[config.mk]
export PLATFORM = sky130hd
export DESIGN_NAME = clock_request_pio_control
export DESIGN_NICKNAME = d
export VERILOG_FILES = /design/src/verilog/clkreq_pkg.sv /design/src/verilog/clock_request_pio_control.sv
export VERILOG_INCLUDE_DIRS = /design/src /design/src/verilog
export SDC_FILE = /design/constraint.sdc
export NUM_CORES = 1
export LEC_CHECK = 0
export BUFFER_PORTS_ARGS = -buffer_cell sky130_fd_sc_hd__buf_2
export CAP_MARGIN = 5
export CORE_MARGIN = 5
export CORE_UTILIZATION = 55
export DETAILED_ROUTE_END_ITERATION = 16
export PLACE_DENSITY = 0.8
export SLEW_MARGIN = 0
export SYNTH_ARGS = -nofsm -noshare
export SYNTH_HDL_FRONTEND = slang
export SYNTH_SLANG_ARGS = --single-unit
[constraint.sdc]
create_clock -name i_ref_clk -period 5.06 [get_ports i_ref_clk]
set_input_delay 0.506 -clock i_ref_clk [delete_from_list [all_inputs] [get_ports i_ref_clk]]
set_output_delay 0.506 -clock i_ref_clk [all_outputs]
set_load 0.005 [all_outputs]
[src/verilog/clkreq_map.svh]
`ifndef CLKREQ_MAP_SVH
`define CLKREQ_MAP_SVH

// ----------------------------------------------------------------
// Register byte offsets
// ----------------------------------------------------------------
`define OFS_LINE_OUT    12'h000
`define OFS_LINE_DIR    12'h004
`define OFS_LINE_LEVEL  12'h008
`define OFS_IRQ_SEL     12'h00C
`define OFS_WAKE_SEL    12'h010
`define OFS_INT_STATUS  12'h014
`define OFS_INT_MASK    12'h018
`define OFS_CLK_CTRL    12'h01C
`define OFS_XTAL_TRIM   12'h020
`define OFS_APIN_SEL    12'h024

// ----------------------------------------------------------------
// Field positions and widths
// ----------------------------------------------------------------
`define CTRL_REQ_EN     0
`define CTRL_REQ_SEL    1
`define CTRL_OR_EN      2
`define CTRL_SLEEP      3
`define WAKE_BIT        18
`define TRIM_W          6
`define APIN0_W         4
`define APIN1_W         2
`define REQ_LINE_A      6
`define REQ_LINE_B      2
`define HOST_EN_LINE    3

// ----------------------------------------------------------------
// Reset values and limits
// ----------------------------------------------------------------
`define TRIM_RST        6'h20
`define APIN0_MAX       4'hB
`define APIN1_MAX       2'h2

`endif

[src/verilog/clkreq_pkg.sv]
package clkreq_pkg;

    // Analogue pin clock codes; pin 1 takes only off, xtal, xtal/2
    typedef enum logic [3:0] {
        APIN_OFF    = 4'b0000,
        APIN_64M    = 4'b0001,
        APIN_48M    = 4'b0010,
        APIN_32M    = 4'b0011,
        APIN_24M    = 4'b0100,
        APIN_16M    = 4'b0101,
        APIN_12M    = 4'b0110,
        APIN_8M     = 4'b0111,
        APIN_6M     = 4'b1000,
        APIN_2M     = 4'b1001,
        APIN_XTAL   = 4'b1010,
        APIN_XTAL_2 = 4'b1011
    } apin_clk_t;

    typedef struct packed {
        logic [17:0] sync1;
        logic [17:0] sync2;
        logic [17:0] prev;
        logic [17:0] out;
        logic [17:0] dir;
        logic [17:0] irq_sel;
        logic [17:0] wake_sel;
        logic [18:0] status;
        logic [18:0] mask;
        logic        req_en;
        logic        req_sel;
        logic        or_en;
        logic        sleep;
        logic        configured;
        logic [5:0]  trim;
        logic [3:0]  apin0;
        logic [1:0]  apin1;
        logic        pready;
        logic [31:0] prdata;
        logic        pslverr;
        logic        irq;
        logic [17:0] pin_o;
        logic [17:0] pin_oe;
    } state_t;

endpackage

[src/verilog/clock_request_pio_control.sv]
`include "clkreq_map.svh"

// Functional notes
// Eighteen programmable lines, each with its own direction control.
// Any line may raise an interrupt or wake the device from sleep.
// Clock request drives line 6 or line 2, chosen by the select key.
// Clock request is low in deep sleep, high when a clock is needed.
// Host and device clock enables are ORed; either starts the clock.
// OR mode: line 3 is host enable in, line 2 outputs the OR.
// Host raises line 3 high to request the clock; active high.
// Line 2 stays undriven from reset until configured; board pulls it.
// Crystal trim is a six bit code, 0 to 63, 125 fF per step.
// Divided clocks only on analogue pin 0; xtal and xtal/2 on both.
// OR path is combinational so it works with internal clocks stopped.
module clock_request_pio_control #(
    parameter int LINES = 18
) (
    input  wire logic              i_ref_clk,       // 200 MHz clock
    input  wire logic              i_sys_rst,       // Sync reset, high
    input  wire logic              i_psel,          // APB select
    input  wire logic              i_penable,       // APB enable
    input  wire logic              i_pwrite,        // APB write
    input  wire logic [11:0]       i_paddr,         // APB byte address
    input  wire logic [31:0]       i_pwdata,        // APB write data
    output logic                   o_pready,        // APB ready
    output logic      [31:0]       o_prdata,        // APB read data
    output logic                   o_pslverr,       // APB error
    input  wire logic [LINES-1:0]  i_prog_io_line,  // Line pin levels
    output logic      [LINES-1:0]  o_prog_io_line,  // Line pin drive
    output logic      [LINES-1:0]  o_prog_io_oe,    // Line drive enable
    output logic [`APIN0_W-1:0]    o_analogue_io_pin0_sel, // Pin 0 clock
    output logic [`APIN1_W-1:0]    o_analogue_io_pin1_sel, // Pin 1 clock
    output logic [`TRIM_W-1:0]     o_crystal_trim_code,    // Trim code
    output logic                   o_deep_sleep,    // Device asleep
    output logic                   o_irq            // Interrupt level
);

    clkreq_pkg::state_t s_q;
    clkreq_pkg::state_t s_d;

    logic [17:0] rise;
    logic        acc;
    logic        wr;
    logic        hit;
    logic [31:0] rdata;
    logic        wake;

    // ----------------------------------------------------------------
    // Register read decode
    // ----------------------------------------------------------------
    function automatic logic [32:0] rd_mux(input clkreq_pkg::state_t s,
                                           input logic [11:0] a);
        logic [32:0] r;
        r = {1'b1, 32'h0000_0000};
        unique case (a)
            `OFS_LINE_OUT:   r = {1'b1, 14'h0, s.out};
            `OFS_LINE_DIR:   r = {1'b1, 14'h0, s.dir};
            `OFS_LINE_LEVEL: r = {1'b1, 14'h0, s.sync2};
            `OFS_IRQ_SEL:    r = {1'b1, 14'h0, s.irq_sel};
            `OFS_WAKE_SEL:   r = {1'b1, 14'h0, s.wake_sel};
            `OFS_INT_STATUS: r = {1'b1, 13'h0, s.status};
            `OFS_INT_MASK:   r = {1'b1, 13'h0, s.mask};
            `OFS_CLK_CTRL:   r = {1'b1, 28'h0, s.sleep, s.or_en,
                                  s.req_sel, s.req_en};
            `OFS_XTAL_TRIM:  r = {1'b1, 26'h0, s.trim};
            `OFS_APIN_SEL:   r = {1'b1, 26'h0, s.apin1, s.apin0};
            default:         r = {1'b0, 32'h0000_0000};
        endcase
        return r;
    endfunction

    // ----------------------------------------------------------------
    // Next state
    // ----------------------------------------------------------------
    always_comb begin
        s_d   = s_q;
        acc   = i_psel && i_penable && s_q.pready;
        wr    = acc && i_pwrite;
        {hit, rdata} = rd_mux(s_q, i_paddr);
        rise  = s_q.sync2 & ~s_q.prev;
        wake  = s_q.sleep && |(rise & s_q.wake_sel);

        s_d.sync1 = i_prog_io_line;
        s_d.sync2 = s_q.sync1;
        s_d.prev  = s_q.sync2;

        // APB: one wait state, answer from flops
        s_d.pready  = i_psel && i_penable && !s_q.pready;
        s_d.prdata  = 32'h0000_0000;
        s_d.pslverr = 1'b0;
        if (i_psel && i_penable && !s_q.pready) begin
            s_d.pslverr = !hit;
            if (!i_pwrite) begin
                s_d.prdata = rdata;
            end
        end

        if (wr) begin
            unique case (i_paddr)
                `OFS_LINE_OUT: begin
                    s_d.out = i_pwdata[17:0];
                end
                `OFS_LINE_DIR: begin
                    s_d.dir        = i_pwdata[17:0];
                    s_d.configured = 1'b1;
                end
                `OFS_IRQ_SEL: begin
                    s_d.irq_sel = i_pwdata[17:0];
                end
                `OFS_WAKE_SEL: begin
                    s_d.wake_sel = i_pwdata[17:0];
                end
                `OFS_INT_MASK: begin
                    s_d.mask = i_pwdata[18:0];
                end
                `OFS_CLK_CTRL: begin
                    s_d.req_en     = i_pwdata[`CTRL_REQ_EN];
                    s_d.req_sel    = i_pwdata[`CTRL_REQ_SEL];
                    s_d.or_en      = i_pwdata[`CTRL_OR_EN];
                    s_d.sleep      = i_pwdata[`CTRL_SLEEP];
                    s_d.configured = 1'b1;
                end
                `OFS_XTAL_TRIM: begin
                    s_d.trim = i_pwdata[5:0];
                end
                `OFS_APIN_SEL: begin
                    // Out-of-range codes leave the selection unchanged
                    if (i_pwdata[3:0] <= `APIN0_MAX) begin
                        s_d.apin0 = i_pwdata[3:0];
                    end
                    if (i_pwdata[5:4] <= `APIN1_MAX) begin
                        s_d.apin1 = i_pwdata[5:4];
                    end
                end
                default: begin
                end
            endcase
        end

        // Wake-up line ends deep sleep
        if (wake) begin
            s_d.sleep = 1'b0;
        end

        // Sticky status: write one clears, new event wins
        if (wr && i_paddr == `OFS_INT_STATUS) begin
            s_d.status = s_q.status & ~i_pwdata[18:0];
        end
        s_d.status[17:0]      = s_d.status[17:0] | (rise & s_q.irq_sel);
        s_d.status[`WAKE_BIT] = s_d.status[`WAKE_BIT] | wake;
        s_d.irq               = |(s_q.status & s_q.mask);

        // Pin drive
        s_d.pin_o  = s_q.out;
        s_d.pin_oe = s_q.dir;
        if (!s_q.configured) begin
            s_d.pin_oe[`REQ_LINE_B] = 1'b0;
        end
        if (s_q.req_en) begin
            if (s_q.req_sel) begin
                s_d.pin_o[`REQ_LINE_B]  = !s_q.sleep;
                s_d.pin_oe[`REQ_LINE_B] = 1'b1;
            end else begin
                s_d.pin_o[`REQ_LINE_A]  = !s_q.sleep;
                s_d.pin_oe[`REQ_LINE_A] = 1'b1;
            end
        end
        if (s_q.or_en) begin
            s_d.pin_oe[`HOST_EN_LINE] = 1'b0;
            s_d.pin_oe[`REQ_LINE_B]   = 1'b1;
        end
    end

    // ----------------------------------------------------------------
    // State register
    // ----------------------------------------------------------------
    always_ff @(posedge i_ref_clk) begin
        if (i_sys_rst) begin
            s_q      <= '0;
            s_q.trim <= `TRIM_RST;
        end else begin
            s_q <= s_d;
        end
    end

    // ----------------------------------------------------------------
    // Outputs
    // ----------------------------------------------------------------
    // Host enable in OR mode bypasses the clock so it works while stopped
    always_comb begin
        o_prog_io_line = s_q.pin_o;
        if (s_q.or_en) begin
            o_prog_io_line[`REQ_LINE_B] = i_prog_io_line[`HOST_EN_LINE]
                                          | !s_q.sleep;
        end
    end

    assign o_prog_io_oe           = s_q.pin_oe;
    assign o_pready               = s_q.pready;
    assign o_prdata               = s_q.prdata;
    assign o_pslverr              = s_q.pslverr;
    assign o_analogue_io_pin0_sel = s_q.apin0;
    assign o_analogue_io_pin1_sel = s_q.apin1;
    assign o_crystal_trim_code    = s_q.trim;
    assign o_deep_sleep           = s_q.sleep;
    assign o_irq                  = s_q.irq;

    // ----------------------------------------------------------------
    // Assertions
    // ----------------------------------------------------------------
    a_pin_sync_two: assert property (@(posedge i_ref_clk) disable iff (i_sys_rst)
        !$past(i_sys_rst) && !$past(i_sys_rst, 2)
            |-> s_q.sync2 == $past(i_prog_io_line, 2))
        else $error("line level not synchronised in two stages");

    a_irq_event_set: assert property (@(posedge i_ref_clk) disable iff (i_sys_rst)
        |(rise & s_q.irq_sel) |=> (s_q.status[17:0] & $past(rise & s_q.irq_sel))
            == $past(rise & s_q.irq_sel))
        else $error("line event lost from status");

    a_wake_exit: assert property (@(posedge i_ref_clk) disable iff (i_sys_rst)
        (s_q.sleep && |(rise & s_q.wake_sel)) |=> !s_q.sleep && s_q.status[`WAKE_BIT])
        else $error("wake line did not end sleep");

    a_req_line_a: assert property (@(posedge i_ref_clk) disable iff (i_sys_rst)
        (s_q.req_en && !s_q.req_sel) |=> o_prog_io_oe[`REQ_LINE_A]
            && o_prog_io_line[`REQ_LINE_A] == !$past(s_q.sleep))
        else $error("clock request not on line 6");

    a_req_sleep_low: assert property (@(posedge i_ref_clk) disable iff (i_sys_rst)
        (s_q.req_en && s_q.req_sel && !s_q.or_en && s_q.sleep) ##1 (s_q.sleep && !s_q.or_en)
            |-> !o_prog_io_line[`REQ_LINE_B] && o_prog_io_oe[`REQ_LINE_B])
        else $error("clock request high in deep sleep");

    a_or_output: assert property (@(posedge i_ref_clk) disable iff (i_sys_rst)
        $rose(s_q.or_en) |=> o_prog_io_oe[`REQ_LINE_B] && !o_prog_io_oe[`HOST_EN_LINE])
        else $error("OR mode pin directions wrong");

    a_host_starts_clk: assert property (@(posedge i_ref_clk) disable iff (i_sys_rst)
        (s_q.or_en && s_q.sleep && i_prog_io_line[`HOST_EN_LINE])
            |-> o_prog_io_line[`REQ_LINE_B])
        else $error("host enable did not start clock");

    a_line2_float: assert property (@(posedge i_ref_clk) disable iff (i_sys_rst)
        !$past(s_q.configured) |-> !o_prog_io_oe[`REQ_LINE_B])
        else $error("line 2 driven before configuration");

    a_trim_write: assert property (@(posedge i_ref_clk) disable iff (i_sys_rst)
        (wr && i_paddr == `OFS_XTAL_TRIM) |=> o_crystal_trim_code == $past(i_pwdata[5:0]))
        else $error("trim code not stored");

    a_apin_legal: assert property (@(posedge i_ref_clk) disable iff (i_sys_rst)
        o_analogue_io_pin0_sel <= `APIN0_MAX && o_analogue_io_pin1_sel <= `APIN1_MAX)
        else $error("illegal analogue clock selection");

    a_apb_answer: assert property (@(posedge i_ref_clk) disable iff (i_sys_rst)
        (i_psel && i_penable && !o_pready) |=> o_pready ##1 !o_pready)
        else $error("APB answer not one cycle after access");

endmodule // clock_request_pio_control
==> run metrics <==
Hold-fix buffers, CTS=0; critical path arrival=3.03 ns; fin crit period=2.68 ns; initial antenna violation count=0; GR Overflow Total=0; vias in the first global route=7395; fin nets=about 1200; Max rail drop VDD=0.000342 V; Die Area=20500 um2; distinct cell type count of the synthesized netlist=53; Final Power=a little under 4 mW; DR vias/cell=5.82; Syn Area/Cell=8.87 um2; Final Cycle Share=53.0%; CP cell instances=buf_2 > and2_1 > and2_1 > nand3_1 > nand2_1 > a21oi_1; flip-flop and latch count after synthesis=239; ys flop type=dfxtp_1; synthesis-to-finish area growth=10.2%; Async SR Flop Fraction=0%; Top delay family on crit path=simple AND/OR/NAND/NOR gates; non-filler instance count after layout=1365; Initial Util=56.1%; fillers=1494; worst slew pin tran=1.21 ns; worst setup path category=in -> reg; EDFF count, synth=0; post-synthesis sequential area ratio=around half; # IOs=151; CP most frequent cell=and2_1; first-pass GRT wire length=39.6 mm; Hold Violations, Final=0; placed cells=roughly 1300; share of layout cells above drive strength 1=roughly 17%; Lkg Pwr=4.05 nW; Max stage delay on crit path=0.72 ns; RSZ-0062 raised after global routing=false; PortBufs=124; Die Wd=approximately 140 um; largest net degree at the start of global routing=117; status=completed; WHS=0.202 ns; met3 routed wirelength=3.08 mm; Vias=~8000; Mapped Cells=1098; Min-Delay Path Class=in -> reg; Fmax=about 370 MHz; WL met2=11.4 mm; CORE AREA=roughly 17000 um2; antenna-violating nets left=0; Warnings, synthesis=0; Max Transition Viols Final=0; number of remaining DRC errors=0; all-layer global routing usage=between 20% and 30%; post-CTS resize count=0; CP Launch Type=input pin; skew final=0.00842 ns; Fin Setup TNS=0 ns; Final WS setup=2.38 ns; R2R Setup Slk=around 2.8 ns; clock buffer depth=3; clk root buf=clkbuf_16; # setup viols final=0; wl on met1=about 10 mm; CTS tree=done; Clock Latency Late Sink=0.51 ns; CP required=5.41 ns; Max Used Layer=met4; Final HPWL DP=17.1 mm; Crit. End Element=flip-flop; Placer Congestion=0.937; Synth Cell Area=9740 um2; Reg clk slew, reported paths=~0.060 ns; power density over the cells=370 nW/um2; H-Tree Depth=1; die span in y=roughly 140 um; drt initial violations=approximately 1100; wirelength, routed=25.4 mm; Buf+Inv Stages, Crit Path=1; maxcap violations=0; Post-CTS Setup Inserts=0; clock sinks=239; routed len/inst=18.6 um; Worst path slowest cell=nand3_1; total CTS buffers=25; drt pass-1 iters=6; relative slew slack=19.3%; worst slack, placed=1.96 ns; ant diodes=0; crit path max fanout=36; num rows=between 40 and 50
## final cells by class
cell class / instances / area, um2 / area share, %
clock inverters: 10 / 159 / 1.48
inverters: 18 / 67.6 / 0.630
flip-flops and latches: 239 / 4780 / 44.6
repair buffers: 129 / 664 / 6.19
multi-input cells: 710 / 4060 / 37.8
clock buffers: 34 / 719 / 6.70
well taps: 225 / 282 / 2.62
## layout by cell type, fill, tap and decap left out, drive strengths merged, types with 8 or more instances in the layout
cell type / n
nor2: 58
nand3: 10
dfxtp: 239
a32oi: 21
a21oi: 111
inv: 19
o21ai: 16
nor3: 17
mux2i: 27
buf: 129
a31oi: 10
nor2b: 91
mux4: 9
mux2: 8
a22oi: 34
clkbuf: 34
nand2: 229
conb: 13
## cells in the mapped netlist, types with 2 or more instances
| master | count | area, um2 |
|---|---|---|
| and2_1 | 5 | 31.3 |
| nand2b_1 | 2 | 12.5 |
| a311oi_1 | 2 | 17.5 |
| or4b_1 | 2 | 20.0 |
| a22oi_1 | 34 | 255 |
| o22ai_1 | 2 | 12.5 |
| nor3_2 | 3 | 30.0 |
| a32oi_1 | 21 | 184 |
| nor4_4 | 2 | 42.5 |
| nand2_1 | 229 | 860 |
| and4_1 | 2 | 17.5 |
| nor2_1 | 58 | 218 |
| a21oi_1 | 111 | 556 |
| o21ai_0 | 16 | 80.1 |
| buf_1 | 4 | 15.0 |
| buf_4 | 83 | 623 |
| nor2b_1 | 91 | 569 |
| a31oi_1 | 9 | 56.3 |
| buf_6 | 2 | 22.5 |
| a32o_1 | 2 | 20.0 |
| nand4_1 | 7 | 43.8 |
| nor3_1 | 12 | 60.1 |
| mux4_2 | 9 | 203 |
| mux2_2 | 7 | 78.8 |
| nor3_4 | 2 | 32.5 |
| nand3b_1 | 7 | 52.6 |
| nand3_1 | 9 | 45.0 |
| clkbuf_1 | 40 | 150 |
| and3b_1 | 5 | 43.8 |
| a211o_1 | 2 | 17.5 |
| inv_1 | 18 | 67.6 |
| mux2i_1 | 27 | 270 |
| or3_1 | 2 | 12.5 |
| buf_2 | 14 | 70.1 |
| dfxtp_1 | 239 | 4780 |
## per-stage QoR
step / instance area [um2] / util, %
finish: 10700 / 61.8
global route: 10700 / 61.8
CTS: 10700 / 61.8
detailed placement: 9850 / 56.8
global placement: 9850 / 56.8
floorplan: 9780 / -
## kinds of logic (layout without fill, tap and decap cells)
| family | Yosys count | in the layout | synth area share [%] |
|---|---|---|---|
| AND/OR/NAND/NOR | 446 | 446 | 22.2 |
| other | 1 | 13 | 0.0385 |
| flip-flops | 239 | 239 | 49.1 |
| multiplexers | 44 | 44 | 5.78 |
| buffers and inverters | 161 | 191 | 9.74 |
| AO/OA/AOI/OAI | 207 | 207 | 13.1 |
## report_power, final
group | switching [mW] | total (mW) | internal [mW] | leakage [nW]
logic | 0.0973 | 0.139 | 0.0420 | 1.69
registers | 0.0113 | 1.91 | 1.90 | 1.93
clock network | 0.726 | 1.92 | 1.20 | 0.428
total | 0.835 | 3.97 | 3.14 | 4.05
## per-layer routing
layer / GRT usage [%] / up-vias
met5: 0 / -
met4: 7.60 / 0
met3: 5.39 / 83
met2: 38.3 / 522
met1: 32.9 / 3652
li1: - / 3684
## sequential cells by signal, indices dropped and copies added (netlist names)
| signal | count |
|---|---|
| o_pready | 1 |
| s_d | 67 |
| o_prdata | 19 |
| s_q | 102 |
| o_analogue_io_pin0_sel | 4 |
| o_prog_io_line | 17 |
| o_analogue_io_pin1_sel | 2 |
| o_crystal_trim_code | 6 |
| o_prog_io_oe | 18 |
| o_pslverr | 1 |
| o_deep_sleep | 1 |
| o_irq | 1 |
## worst paths after layout
check	depth (start not counted)	startpoint	to
max	6	i_paddr[3]	s_q[150]$_SDFFE_PP0P_
min	2	i_prog_io_line[13]	s_d[229]$_SDFF_PP0_
max reg2reg	4	o_pready$_SDFF_PP0_	o_prdata[18]$_SDFF_PP0_
min reg2reg	1	s_d[222]$_SDFF_PP0_	s_d[204]$_SDFF_PP0_
(Power assumes the default switching activity.)
